--- src/verilog/asp_consts.svh ---
`ifndef ASP_CONSTS_SVH
`define ASP_CONSTS_SVH

// ----------------------------------------------------------------
// serial word layout
// ----------------------------------------------------------------
`define ASP_WORD_BITS      16
`define ASP_WORD_MSB       15
`define ASP_LAST_BIT       4'hF
`define ASP_CTRL_FLAG_BIT  15
`define ASP_CTRL_READ_BIT  14
`define ASP_ADDR_MSB       10
`define ASP_ADDR_LSB       8
`define ASP_DATA_MSB       7
`define ASP_DATA_LSB       0

// ----------------------------------------------------------------
// control registers
// ----------------------------------------------------------------
`define ASP_NUM_REGS       5
`define ASP_NUM_REGS_ADDR  3'h5
`define ASP_REG_B          3'h1
`define ASP_REG_C          3'h2
`define ASP_REG_RST        8'h00
`define ASP_REFSEL_BIT     7
`define ASP_MDIV_MSB       2
`define ASP_MDIV_LSB       0
`define ASP_SDIV_MSB       5
`define ASP_SDIV_LSB       4

`endif

--- src/verilog/asp_pkg.sv ---
package asp_pkg;

  typedef logic [15:0] asp_word_t;
  typedef logic [7:0]  asp_reg_t;
  typedef logic [2:0]  asp_addr_t;

  // gray order: idle -> sync -> shift
  typedef enum logic [1:0] {
    ASP_TX_IDLE  = 2'h0,
    ASP_TX_SYNC  = 2'h1,
    ASP_TX_SHIFT = 2'h3
  } asp_tx_state_e;

  typedef enum logic {
    ASP_RX_IDLE  = 1'h0,
    ASP_RX_SHIFT = 1'h1
  } asp_rx_state_e;

endpackage

--- src/verilog/asp_clk_if.sv ---
`timescale 1ns/1ps

interface asp_clk_if;
  logic       run;
  logic [2:0] mdiv;
  logic [1:0] sdiv;
  logic       sclk;
  logic       rise;
  logic       fall;

  modport src (input run, input mdiv, input sdiv, output sclk, output rise, output fall);
  modport dst (output run, output mdiv, output sdiv, input sclk, input rise, input fall);
endinterface

--- src/verilog/asp_clkdiv.sv ---
`timescale 1ns/1ps

module asp_clkdiv (
  input wire logic core_clk,
  input wire logic rst_n,
  asp_clk_if.src   clk_bus
);

  logic [2:0] pre_cnt_ff;
  logic [1:0] ser_cnt_ff;
  logic       sclk_ff;
  logic       dm_tick;
  logic       half_tick;

  // ----------------------------------------------------------------
  // master divider then serial divider
  // ----------------------------------------------------------------
  assign dm_tick   = (pre_cnt_ff == clk_bus.mdiv);
  assign half_tick = dm_tick && (ser_cnt_ff == clk_bus.sdiv);

  always_ff @(posedge core_clk or negedge rst_n) begin
    if (!rst_n) begin
      pre_cnt_ff <= 3'h0;
    end else if (!clk_bus.run || dm_tick) begin
      pre_cnt_ff <= 3'h0;
    end else begin
      pre_cnt_ff <= pre_cnt_ff + 3'h1;
    end
  end

  always_ff @(posedge core_clk or negedge rst_n) begin
    if (!rst_n) begin
      ser_cnt_ff <= 2'h0;
    end else if (!clk_bus.run || half_tick) begin
      ser_cnt_ff <= 2'h0;
    end else if (dm_tick) begin
      ser_cnt_ff <= ser_cnt_ff + 2'h1;
    end
  end

  // stopped clock rests low so the first edge after enable is a rise
  always_ff @(posedge core_clk or negedge rst_n) begin
    if (!rst_n) begin
      sclk_ff <= 1'h0;
    end else if (!clk_bus.run) begin
      sclk_ff <= 1'h0;
    end else if (half_tick) begin
      sclk_ff <= ~sclk_ff;
    end
  end

  assign clk_bus.sclk = sclk_ff;
  assign clk_bus.rise = clk_bus.run && half_tick && !sclk_ff;
  assign clk_bus.fall = clk_bus.run && half_tick && sclk_ff;

endmodule // asp_clkdiv

--- src/verilog/asp_serial_port.sv ---
// Operation
// - reset clears registers and all logic
// - serial clock is master clock over dividers
// - data out changes on rising clock
// - data out tristated when idle or disabled
// - one-period frame sync before each word
// - frame sync out tristated when disabled
// - input frame sync sampled on falling edge
// - input bits captured on falling edge
// - inputs ignored while port disabled
// - disable tristates outputs, stops clock
// - registers kept, counters restart after disable
// - control C bit 7 picks reference
// - bit 7 is register msb
`timescale 1ns/1ps
`include "asp_consts.svh"

module asp_serial_port (
  input  wire logic        core_clk,
  input  wire logic        rst_n,
  input  wire logic        port_enable,
  input  wire logic        serial_data_in,
  input  wire logic        input_frame_sync,
  output wire logic        serial_clk_out,
  output wire logic        serial_clk_oe,
  output wire logic        serial_data_out,
  output wire logic        serial_data_out_oe,
  output wire logic        output_frame_sync,
  output wire logic        output_frame_sync_oe,
  input  wire logic [15:0] conv_word,
  input  wire logic        conv_valid,
  output wire logic        conv_ready,
  output wire logic [15:0] rx_word,
  output wire logic        rx_valid,
  output wire logic        high_reference_select
);

  // ----------------------------------------------------------------
  // declarations
  // ----------------------------------------------------------------
  asp_clk_if clk_bus ();

  asp_pkg::asp_reg_t      ctrl_reg_ff [`ASP_NUM_REGS];
  asp_pkg::asp_tx_state_e tx_state_ff;
  asp_pkg::asp_tx_state_e nxt_tx_state;
  asp_pkg::asp_rx_state_e rx_state_ff;
  asp_pkg::asp_word_t     tx_shift_ff;
  asp_pkg::asp_word_t     rx_shift_ff;
  asp_pkg::asp_word_t     rx_done_word_ff;
  asp_pkg::asp_word_t     rx_word_ff;
  asp_pkg::asp_word_t     rd_word_ff;
  asp_pkg::asp_word_t     load_word;
  asp_pkg::asp_addr_t     done_addr;
  logic [3:0]             tx_bit_ff;
  logic [3:0]             rx_bit_ff;
  logic                   sdo_ff;
  logic                   sdo_drive_ff;
  logic                   fs_ff;
  logic                   rx_done_ff;
  logic                   rx_valid_ff;
  logic                   rd_pend_ff;
  logic                   load_slot;
  logic                   load_any;
  logic                   rd_take;
  logic                   rd_set;
  logic                   done_is_ctrl;
  logic                   done_is_read;

  // ----------------------------------------------------------------
  // clock generation
  // ----------------------------------------------------------------
  // dividers come from control register B so software sets the rate
  assign clk_bus.run  = port_enable;
  assign clk_bus.mdiv = ctrl_reg_ff[`ASP_REG_B][`ASP_MDIV_MSB:`ASP_MDIV_LSB];
  assign clk_bus.sdiv = ctrl_reg_ff[`ASP_REG_B][`ASP_SDIV_MSB:`ASP_SDIV_LSB];

  asp_clkdiv u_clkdiv (
    .core_clk (core_clk),
    .rst_n    (rst_n),
    .clk_bus  (clk_bus)
  );

  // ----------------------------------------------------------------
  // pin drivers
  // ----------------------------------------------------------------
  // enables are gated by the raw pin so a disable tristates at once
  assign serial_clk_out       = clk_bus.sclk;
  assign serial_clk_oe        = port_enable;
  assign serial_data_out      = sdo_ff;
  assign serial_data_out_oe   = port_enable && sdo_drive_ff;
  assign output_frame_sync    = fs_ff;
  assign output_frame_sync_oe = port_enable;
  assign rx_word              = rx_word_ff;
  assign rx_valid             = rx_valid_ff;
  assign high_reference_select = ctrl_reg_ff[`ASP_REG_C][`ASP_REFSEL_BIT];

  // ----------------------------------------------------------------
  // transmit source selection
  // ----------------------------------------------------------------
  // a word is loaded only on a rising edge, from idle or after the last bit
  assign load_slot = clk_bus.rise &&
                     ((tx_state_ff == asp_pkg::ASP_TX_IDLE) ||
                      ((tx_state_ff == asp_pkg::ASP_TX_SHIFT) && (tx_bit_ff == `ASP_LAST_BIT)));
  // register read-back wins over conversion data
  assign rd_take    = load_slot && rd_pend_ff;
  assign conv_ready = load_slot && !rd_pend_ff;
  assign load_any   = rd_take || (conv_ready && conv_valid);
  assign load_word  = rd_pend_ff ? rd_word_ff : conv_word;

  always_comb begin
    nxt_tx_state = tx_state_ff;
    case (tx_state_ff)
      asp_pkg::ASP_TX_IDLE: begin
        if (load_any) begin
          nxt_tx_state = asp_pkg::ASP_TX_SYNC;
        end
      end
      asp_pkg::ASP_TX_SYNC: begin
        if (clk_bus.rise) begin
          nxt_tx_state = asp_pkg::ASP_TX_SHIFT;
        end
      end
      asp_pkg::ASP_TX_SHIFT: begin
        if (load_slot) begin
          nxt_tx_state = load_any ? asp_pkg::ASP_TX_SYNC : asp_pkg::ASP_TX_IDLE;
        end
      end
      default: begin
        nxt_tx_state = asp_pkg::ASP_TX_IDLE;
      end
    endcase
  end

  // ----------------------------------------------------------------
  // transmit state
  // ----------------------------------------------------------------
  always_ff @(posedge core_clk or negedge rst_n) begin
    if (!rst_n) begin
      tx_state_ff <= asp_pkg::ASP_TX_IDLE;
    end else if (!port_enable) begin
      tx_state_ff <= asp_pkg::ASP_TX_IDLE;
    end else begin
      tx_state_ff <= nxt_tx_state;
    end
  end

  // frame sync is high for exactly the period before the msb
  always_ff @(posedge core_clk or negedge rst_n) begin
    if (!rst_n) begin
      fs_ff <= 1'h0;
    end else if (!port_enable) begin
      fs_ff <= 1'h0;
    end else if (clk_bus.rise) begin
      fs_ff <= load_any;
    end
  end

  // data pin drives only during the sixteen bit periods
  always_ff @(posedge core_clk or negedge rst_n) begin
    if (!rst_n) begin
      sdo_drive_ff <= 1'h0;
    end else if (!port_enable) begin
      sdo_drive_ff <= 1'h0;
    end else if (clk_bus.rise) begin
      sdo_drive_ff <= (tx_state_ff == asp_pkg::ASP_TX_SYNC) ||
                      ((tx_state_ff == asp_pkg::ASP_TX_SHIFT) && (tx_bit_ff != `ASP_LAST_BIT));
    end
  end

  always_ff @(posedge core_clk or negedge rst_n) begin
    if (!rst_n) begin
      tx_shift_ff <= 16'h0000;
      sdo_ff      <= 1'h0;
    end else if (!port_enable) begin
      tx_shift_ff <= 16'h0000;
      sdo_ff      <= 1'h0;
    end else if (clk_bus.rise) begin
      if (load_any) begin
        tx_shift_ff <= load_word;
      end else if (tx_state_ff != asp_pkg::ASP_TX_IDLE) begin
        sdo_ff      <= tx_shift_ff[`ASP_WORD_MSB];
        tx_shift_ff <= {tx_shift_ff[14:0], 1'h0};
      end
    end
  end

  always_ff @(posedge core_clk or negedge rst_n) begin
    if (!rst_n) begin
      tx_bit_ff <= 4'h0;
    end else if (!port_enable) begin
      tx_bit_ff <= 4'h0;
    end else if (clk_bus.rise) begin
      if (tx_state_ff == asp_pkg::ASP_TX_SHIFT) begin
        tx_bit_ff <= tx_bit_ff + 4'h1;
      end else begin
        tx_bit_ff <= 4'h0;
      end
    end
  end

  // ----------------------------------------------------------------
  // receive path
  // ----------------------------------------------------------------
  // falls never occur while disabled, so the pins are not looked at
  always_ff @(posedge core_clk or negedge rst_n) begin
    if (!rst_n) begin
      rx_state_ff <= asp_pkg::ASP_RX_IDLE;
      rx_bit_ff   <= 4'h0;
    end else if (!port_enable) begin
      rx_state_ff <= asp_pkg::ASP_RX_IDLE;
      rx_bit_ff   <= 4'h0;
    end else if (clk_bus.fall) begin
      case (rx_state_ff)
        asp_pkg::ASP_RX_IDLE: begin
          if (input_frame_sync) begin
            rx_state_ff <= asp_pkg::ASP_RX_SHIFT;
          end
          rx_bit_ff <= 4'h0;
        end
        asp_pkg::ASP_RX_SHIFT: begin
          rx_bit_ff <= rx_bit_ff + 4'h1;
          // a sync in the last bit period starts the next word back to back
          if ((rx_bit_ff == `ASP_LAST_BIT) && !input_frame_sync) begin
            rx_state_ff <= asp_pkg::ASP_RX_IDLE;
          end
        end
        default: begin
          rx_state_ff <= asp_pkg::ASP_RX_IDLE;
          rx_bit_ff   <= 4'h0;
        end
      endcase
    end
  end

  always_ff @(posedge core_clk or negedge rst_n) begin
    if (!rst_n) begin
      rx_shift_ff <= 16'h0000;
    end else if (!port_enable) begin
      rx_shift_ff <= 16'h0000;
    end else if (clk_bus.fall && (rx_state_ff == asp_pkg::ASP_RX_SHIFT)) begin
      rx_shift_ff <= {rx_shift_ff[14:0], serial_data_in};
    end
  end

  always_ff @(posedge core_clk or negedge rst_n) begin
    if (!rst_n) begin
      rx_done_ff      <= 1'h0;
      rx_done_word_ff <= 16'h0000;
    end else if (!port_enable) begin
      rx_done_ff      <= 1'h0;
      rx_done_word_ff <= 16'h0000;
    end else begin
      rx_done_ff <= clk_bus.fall && (rx_state_ff == asp_pkg::ASP_RX_SHIFT) && (rx_bit_ff == `ASP_LAST_BIT);
      if (clk_bus.fall && (rx_state_ff == asp_pkg::ASP_RX_SHIFT) && (rx_bit_ff == `ASP_LAST_BIT)) begin
        rx_done_word_ff <= {rx_shift_ff[14:0], serial_data_in};
      end
    end
  end

  // ----------------------------------------------------------------
  // word decode
  // ----------------------------------------------------------------
  assign done_is_ctrl = rx_done_ff && rx_done_word_ff[`ASP_CTRL_FLAG_BIT];
  assign done_is_read = done_is_ctrl && rx_done_word_ff[`ASP_CTRL_READ_BIT];
  assign done_addr    = rx_done_word_ff[`ASP_ADDR_MSB:`ASP_ADDR_LSB];
  assign rd_set       = done_is_read;

  // data words go to the user side; control words stay inside
  always_ff @(posedge core_clk or negedge rst_n) begin
    if (!rst_n) begin
      rx_valid_ff <= 1'h0;
      rx_word_ff  <= 16'h0000;
    end else begin
      rx_valid_ff <= rx_done_ff && !rx_done_word_ff[`ASP_CTRL_FLAG_BIT];
      if (rx_done_ff && !rx_done_word_ff[`ASP_CTRL_FLAG_BIT]) begin
        rx_word_ff <= rx_done_word_ff;
      end
    end
  end

  // ----------------------------------------------------------------
  // control registers
  // ----------------------------------------------------------------
  // port disable does not touch them; only the reset pin does
  always_ff @(posedge core_clk or negedge rst_n) begin
    if (!rst_n) begin
      for (int i = 0; i < `ASP_NUM_REGS; i++) begin
        ctrl_reg_ff[i] <= `ASP_REG_RST;
      end
    end else if (done_is_ctrl && !done_is_read && (done_addr < `ASP_NUM_REGS_ADDR)) begin
      ctrl_reg_ff[done_addr] <= rx_done_word_ff[`ASP_DATA_MSB:`ASP_DATA_LSB];
    end
  end

  // read-back word: control flag, read flag, address, register value
  always_ff @(posedge core_clk or negedge rst_n) begin
    if (!rst_n) begin
      rd_word_ff <= 16'h0000;
    end else if (rd_set) begin
      rd_word_ff <= {rx_done_word_ff[15:8],
                     (done_addr < `ASP_NUM_REGS_ADDR) ? ctrl_reg_ff[done_addr] : 8'h00};
    end
  end

  // a new request beats the clear of the one being sent
  always_ff @(posedge core_clk or negedge rst_n) begin
    if (!rst_n) begin
      rd_pend_ff <= 1'h0;
    end else if (!port_enable) begin
      rd_pend_ff <= 1'h0;
    end else if (rd_set) begin
      rd_pend_ff <= 1'h1;
    end else if (rd_take) begin
      rd_pend_ff <= 1'h0;
    end
  end

endmodule // asp_serial_port

--- config.mk ---
export PLATFORM = sky130hd
export DESIGN_NAME = asp_serial_port
export DESIGN_NICKNAME = d
export VERILOG_FILES = /design/src/verilog/asp_pkg.sv /design/src/verilog/asp_clk_if.sv /design/src/verilog/asp_clkdiv.sv /design/src/verilog/asp_serial_port.sv
export VERILOG_INCLUDE_DIRS = /design/src /design/src/verilog
export SDC_FILE = /design/constraint.sdc
export NUM_CORES = 1
export LEC_CHECK = 0
export BUFFER_PORTS_ARGS = -buffer_cell sky130_fd_sc_hd__buf_2
export CORE_MARGIN = 5
export CORE_UTILIZATION = 40
export CTS_CLUSTER_SIZE = 16
export DETAILED_ROUTE_END_ITERATION = 10
export GPL_TIMING_DRIVEN = 0
export SETUP_SLACK_MARGIN = 0.4
export SLEW_MARGIN = 15
export SYNTH_ARGS = -nofsm -noshare
export SYNTH_HDL_FRONTEND = slang
export SYNTH_SLANG_ARGS = --single-unit
--- constraint.sdc ---
create_clock -name core_clk -period 1.81 [get_ports core_clk]
set_input_delay 0.0905 -clock core_clk [delete_from_list [all_inputs] [get_ports core_clk]]
set_output_delay 0.0905 -clock core_clk [all_outputs]
set_load 0.01 [all_outputs]
==> impl_metrics.csv, run 1 <==
group,metric,value,unit
run_status,status,"finished, violations left",
run_status,violations,"negative setup slack",
cts,root_buffer,"clkbuf_16",
setup_path,worstSetupStartpointType,"register",
timing,final-setup-viol-count,52,
timing,finalSetupTns,-6660,ps
power,swShare,0.218,
setup_path,r2r-start,"u_clkdiv.ser_cnt_ff[0]$_DFFE_PN0P_",
setup_path,crit_type,"register to register",
floorplan,rows,46,
synth,syn-num-nets,568,
routing,route.detailed.drc,0,
synth,synth_edf_count,0,
setup_path,cp_top_family,"simple AND/OR/NAND/NOR gates",
power,irDropWorstVdd,624,uV
cts,clkTransAtPathRegs,60,ps
synth,ys_seq_area_frac,0.547,
routing,wl_per_cell,20.2,microns
synth,synth_top_area_cell,"dfrtp_1",
synth,synth_top_area_share,0.547,
synth,ys_ff_latch,142,
global_routing,grt_pass1_vias,5245,
timing,max_freq,493,MHz
floorplan,ios,47,
routing,dr.pass1.iters,5,
finish,postLayoutCellArea,9530,sq um
setup_path,slowest_stage,"or4_4",
cts,htreeDepth,4,
routing,finalWirelength,18.8,mm
timing,clock_skew,6.80,ps
synth,syn_avg_cell_area,12.0,sq um
setup_path,cp_slowest_stage_delay,560,ps
cts,cts_buffer_depth,2,
cts,clock_latency,430,ps
power,clkPwrFrac,0.487,
floorplan,die_area,18900,sq um
power,seqPwrFrac,0.447,
hold_path,min_from,"conv_word[9]",
hold_path,min_path_type,"input port to register",
cts,cts_made_buffers,17,
setup_path,crit_chain,"buf_12 -> xnor2_4 -> nand2_4 -> or4_4 -> buf_8 -> clkbuf_16 -> mux2i_1",
finish,nNetsFinal,725,
place,dpl-instance-area,7200,sq um
timing,worstMarginPinSlew,793,ps
synth,synth_area_leaders,"dfrtp_1, mux2_2, mux2i_1",
finish,fillers,1214,
setup_path,cp_max_fo,5,
power,p_leak,0.00443,uW
power,power.internal,5680,uW
power,p_per_area,762,nW/um^2
setup_path,path_buf_inv,3,
finish,area_delta_synth_final,46.8,%
routing,drt_iter0_drc,299,
finish,final_cell_count_no_fill,928,
global_routing,overflow,0,
power,p_comb_frac,0.066,
timing,period_share,1.12,
global_routing,grt_pass1_wl,28.1,mm
global_routing,grt_start_max_net_pins,97,
floorplan,start_util,0.409,
place,dp.cells,806,
place,io_buffers,46,
timing,finalHoldViolations,0,
cts,cts_sinks,142,
timing,whs,6.49,ps
job,maxCapViolCount,0,
timing,rsz0062_at_grt,"yes",
cts,tritoncts,"done",
synth,yosys_warnings,0,
synth,synthCells,543,
finish,drive_gt1_frac,0.471,
power,finalPower,7270,uW
place,hpwl,10.7,mm
place,gp_congestion,0.823,
power,power_switching,1580,uW
timing,drv_slew,0,
floorplan,core_area,15900,sq um
routing,ant_nets,0,
floorplan,die_h,137,microns
timing,fin_ws,-220,ps
setup_path,crit_required,2120,ps
synth,synth_cell_types,50,
setup_path,worstSetupEndpointType,"register",
finish,antennaDiodeCount,0,
synth,synth_flop_cell,"dfrtp_1",
synth,syn-cell-area,6490,sq um
routing,viasPerCell,5.49,
timing,fin_crit,2030,ps
timing,max_slew_margin,0.471,
routing,vias,5091,
floorplan,die_x,137,microns
setup_path,crit_start,"u_clkdiv.ser_cnt_ff[0]$_DFFE_PN0P_",
synth,async_reset_ff_frac,1.00,
global_routing,grt_use_total,0.195,
global_routing,antenna_found_initial,0,
setup_path,arrival,2340,ps
==> synthesized netlist by cell type, types with 2 or more instances <==
cell type and number:
nor2_1 6, or3_2 2, xnor2_1 6, o22ai_1 2, nand3_1 13, nand4_1 4, o211ai_1 20, a21oi_1 5
nor3_1 4, o21ai_0 19, nand3b_1 6, a31oi_1 3, mux2i_1 48, o21a_1 2, nor2b_1 2, mux4_2 6
buf_2 5, clkbuf_1 24, and2_1 2, or4_1 4, o221ai_1 18, nand2_1 53, and3_1 3, inv_1 34
clkinv_1 2, nand4b_1 2, buf_4 2, buf_1 2, or3_1 2, nor4_1 3, a31o_2 2, nand2b_1 5
a22oi_1 10, ha_1 3, mux2_2 61, dfrtp_1 142, xor2_1 3
==> per-stage QoR <==
stage	util	setup slack (ps)
detailed placement	0.453	-470
floorplan	-	17.2
global placement	0.451	-1560
global route	0.600	-252
finish	0.600	-220
CTS	0.562	-138
==> cell usage in the layout (no fill, tap or decap), types with 16 or more instances in the layout <==
cell type | netlist | routed
dfrtp_1 | 142 | 133
mux2i_1 | 48 | 48
nand2_1 | 53 | 48
buf_2 | 5 | 47
mux2_4 | 0 | 43
buf_6 | 1 | 37
buf_4 | 2 | 36
inv_1 | 34 | 34
clkbuf_16 | 0 | 27
o211ai_1 | 20 | 20
mux2_2 | 61 | 18
o221ai_1 | 18 | 16
==> timing repair <==
action	CTS	global route
hold buffers	11	0
gates cloned	6	3
resized for setup	147	81
setup buffers	41	30
hold endpoints to repair	57	0
pin swaps	30	41
endpoints found under the setup margin	131	118
==> worst paths after layout <==
path	end	slack, ps	cells past startpoint
setup / recovery	rx_done_word_ff[7]$_DFFE_PN0P_	-220	7
hold / removal	tx_shift_ff[9]$_DFFE_PN0P_	6	3
setup reg to reg	rx_done_word_ff[7]$_DFFE_PN0P_	-220	7
hold reg to reg	rd_word_ff[14]$_DFFE_PN0P_	470	1
max in group asynchronous	clk_bus.mdiv[0]$_DFFE_PN0P_	850	3
min in group asynchronous	rx_word[11]$_DFFE_PN0P_	150	2
==> layer usage <==
| metal | vias up | share of wire | GRT usage |
|---|---|---|---|
| met5 | - | 0 | 0 |
| met1 | 2619 | 0.43 | 0.251 |
| met2 | 152 | 0.50 | 0.314 |
| met4 | 0 | 0.027 | 0.0948 |
| met3 | 45 | 0.046 | 0.0394 |
| li1 | 2275 | - | - |
==> state kept, by name (all words and copies together) (netlist names), 2 cells and up <==
name,count
ctrl_reg_ff,34
rd_word_ff,16
rx_done_word_ff,16
rx_word,16
tx_shift_ff,16
rx_shift_ff,15
rx_bit_ff,4
tx_bit_ff,4
clk_bus.mdiv,3
u_clkdiv.pre_cnt_ff,3
clk_bus.sdiv,2
tx_state_ff,2
u_clkdiv.ser_cnt_ff,2
==> final cells by class <==
cell class,count,area [sq um],share of cell area
tap,216,270,0.0284
sequential,142,3560,0.374
buffer,35,430,0.0452
inverter,36,140,0.0147
clock buffer,24,482,0.0505
multi-input combinational,330,3270,0.343
timing repair buffer,138,1260,0.132
clock inverter,7,110,0.0116
==> cells by family (layout without fill, tap and decap cells) <==
logic type / Yosys count / count (layout) / share of synthesized area
multiplexers: 115 / 115 / 0.201
adder cells (fa/ha/maj): 3 / 3 / 0.00578
AO/OA/AOI/OAI: 85 / 85 / 0.0925
XOR/XNOR: 9 / 9 / 0.0121
flip-flops: 142 / 142 / 0.547
buffers and inverters: 71 / 240 / 0.0468
AND/OR/NAND/NOR: 118 / 118 / 0.0948
==> worst register-to-register path: cells and delay by family (launching register included) <==
| family | cells | cell delay (ps) |
|---|---|---|
| simple gates | 2 | 640 |
| xor+xnor | 1 | 210 |
| flops | 1 | 480 |
| mux | 1 | 110 |
| buf+inv | 3 | 460 |
==> power groups by stage <==
stage	registers (uW)	clock network (uW)	logic [uW]
2_1_floorplan	3300	0	175
3_3_place_gp	3300	0	323
3_5_place_dp	3300	0	338
4_1_cts	3250	3590	386
5_1_grt	3250	3700	520
6_report	3250	3540	479
Note: power is estimated with default switching activity, not from simulation.
==> inputs of run 2 (changes only) <==
BUFFER_PORTS_ARGS = -buffer_cell sky130_fd_sc_hd__buf_4   (was -buffer_cell sky130_fd_sc_hd__buf_2)
==> run 2 against run 1 <==
Compared with the run above: the flow still finishes with violations (negative setup slack); final area is 2.8% lower; total power is 1.2% higher; wire length is 6.3% lower; sequential cell count stayed put.
==> impl_metrics.csv, run 2 (synthesis results as in run 1) <==
group,metric,value,unit
routing,dr_wl_met3,729,microns
global_routing,antenna_found_initial,0,
setup_path,r2r_cells,6,
hold_path,whs_endpoint,"tx_shift_ff[3]$_DFFE_PN0P_",
timing,final-setup-viol-count,36,
hold_path,min_from,"conv_word[3]",
power,swShare,0.223,
finish,largest_register_ffs,34,
routing,top_layer_used,"met4",
timing,max_freq,504,MHz
floorplan,rows,46,
setup_path,worstSetupStartpointType,"register",
setup_path,arrival,2290,ps
timing,fin_ws,-173,ps
global_routing,grt_pass1_wl,27.4,mm
global_routing,grt_start_max_net_pins,97,
timing,drv_slew,0,
setup_path,worstReg2RegEnd,"rx_done_word_ff[9]$_DFFE_PN0P_",
finish,layout_common_cells,"dfrtp_1, buf_4, mux2i_1, nand2_1, mux2_4",
place,dpl-instance-area,7310,sq um
run_status,violations,"negative setup slack",
finish,nNetsFinal,695,
routing,dr_wl_met2,8.91,mm
timing,whs,10.1,ps
place,hpwl,10.7,mm
finish,postLayoutCellArea,9270,sq um
setup_path,cp_max_fo,10,
finish,area_delta_synth_final,42.8,%
setup_path,crit_start,"u_clkdiv.ser_cnt_ff[0]$_DFFE_PN0P_",
timing,fin_crit,1980,ps
floorplan,start_util,0.409,
power,p_per_area,793,nW/um^2
cts,tritoncts,"done",
hold_path,min_path_type,"input port to register",
timing,worstMarginPinSlew,850,ps
routing,vias,4878,
job,maxCapViolCount,0,
cts,cts_made_buffers,17,
cts,root_buffer,"clkbuf_16",
power,power_switching,1640,uW
timing,finalSetupTns,-3850,ps
finish,final_common_cell,"dfrtp_1",
power,irDropWorstVdd,613,uV
cts,clock_latency,420,ps
routing,finalWirelength,17.6,mm
global_routing,grt_pass1_vias,5113,
timing,clock_skew,7.30,ps
cts,htreeDepth,4,
routing,route.detailed.drc,0,
finish,antennaDiodeCount,0,
cts,clkTransAtPathRegs,60,ps
setup_path,crit_required,2110,ps
routing,viasPerCell,5.43,
routing,ant_nets,0,
timing,rsz0062_at_grt,"yes",
floorplan,core_area,15900,sq um
floorplan,ios,47,
power,p_leak,0.00421,uW
cts,cts_buffer_depth,2,
hold_path,holdPathStages,3,
routing,drt_iter0_drc,357,
finish,top_register,"ctrl_reg_ff",
routing,wl_met1,7.50,mm
power,power.internal,5710,uW
setup_path,worstSetupEndpointType,"register",
finish,drive_gt1_frac,0.442,
place,io_buffers,46,
global_routing,overflow,0,
setup_path,r2r_slack,-170,ps
global_routing,grt_use_total,0.189,
run_status,status,"finished, violations left",
routing,wl_per_cell,19.6,microns
floorplan,die_h,137,microns
cts,cts_sinks,142,
power,p_comb_frac,0.064,
timing,max_slew_margin,0.433,
power,clkPwrFrac,0.495,
timing,finalHoldViolations,0,
routing,dr.pass1.iters,5,
place,gp_congestion,0.824,
power,seqPwrFrac,0.442,
floorplan,die_area,18900,sq um
setup_path,crit_type,"register to register",
timing,period_share,1.10,
setup_path,r2r-start,"u_clkdiv.ser_cnt_ff[0]$_DFFE_PN0P_",
floorplan,die_x,137,microns
-- run 2: changes by cell type in the layout (fill, tap and decap cells not counted), sizes merged --
cell      previous run  this run
buf                139       110
clkinvlp             0         4
clkbuf              47        43
inv                 34        36
clkinv               6         4
-- run 2: power groups by stage --
stage | registers, uW | clock network (uW) | logic, uW
finish | 3240 | 3640 | 467
global route | 3250 | 3840 | 512
CTS | 3250 | 3710 | 409
detailed placement | 3300 | 0 | 359
global placement | 3300 | 0 | 341
floorplan | 3300 | 0 | 175
-- run 2: stage by stage --
stage | cells | util | power (uW) | setup WS (ps)
finish | 899 | 0.584 | 7350 | -173
global placement | 805 | 0.458 | 3640 | -428
global route | 899 | 0.584 | 7600 | -224
detailed placement | 806 | 0.460 | 3660 | -505
CTS | 884 | 0.564 | 7360 | -131
floorplan | 543 | - | 3470 | 17.2
-- run 2: critical path, stage by stage (launching register included) --
cell and delay [ps]:
dfrtp_2 490, xnor2_2 250, nand2_4 150, or4_4 540, buf_6 170, buf_12 150
mux2i_1 110
-- run 2: routing by layer --
metal,up-vias,GRT usage
li1,2229,-
met1,2480,0.246
met2,129,0.309
met3,40,0.0383
met4,0,0.0804
met5,-,0
-- run 2: what timing repair did --
| item | in CTS | in global routing |
|---|---|---|
| buffers inserted | 29 | 13 |
| cloned | 6 | 2 |
| gates resized for setup | 144 | 46 |
| hold buffers | 11 | 0 |
| hold endpoints to repair | 57 | 0 |
| setup endpoints to repair | 131 | 119 |
| pin swaps | 34 | 23 |
-- run 2: cell type report --
type / instances / area [sq um]
Buffer: 35 / 429
Clock buffer: 21 / 470
Clock inverter: 11 / 155
Fill cell: 1243 / 6620
Inverter: 36 / 140
Multi-Input combinational cell: 330 / 3190
Sequential cell: 142 / 3570
Tap cell: 216 / 270
Timing Repair Buffer: 108 / 1050
-- run 2: worst max-delay path by stage --
stage,slack [ps],depth (start not counted),endpoint
2_1_floorplan,20,5,tx_shift_ff[14]$_DFFE_PN0P_
3_3_place_gp,-430,5,tx_shift_ff[7]$_DFFE_PN0P_
3_5_place_dp,-510,5,tx_shift_ff[7]$_DFFE_PN0P_
4_1_cts,-130,6,conv_ready
5_1_grt,-220,6,rx_done_word_ff[8]$_DFFE_PN0P_
6_report,-170,6,rx_done_word_ff[9]$_DFFE_PN0P_
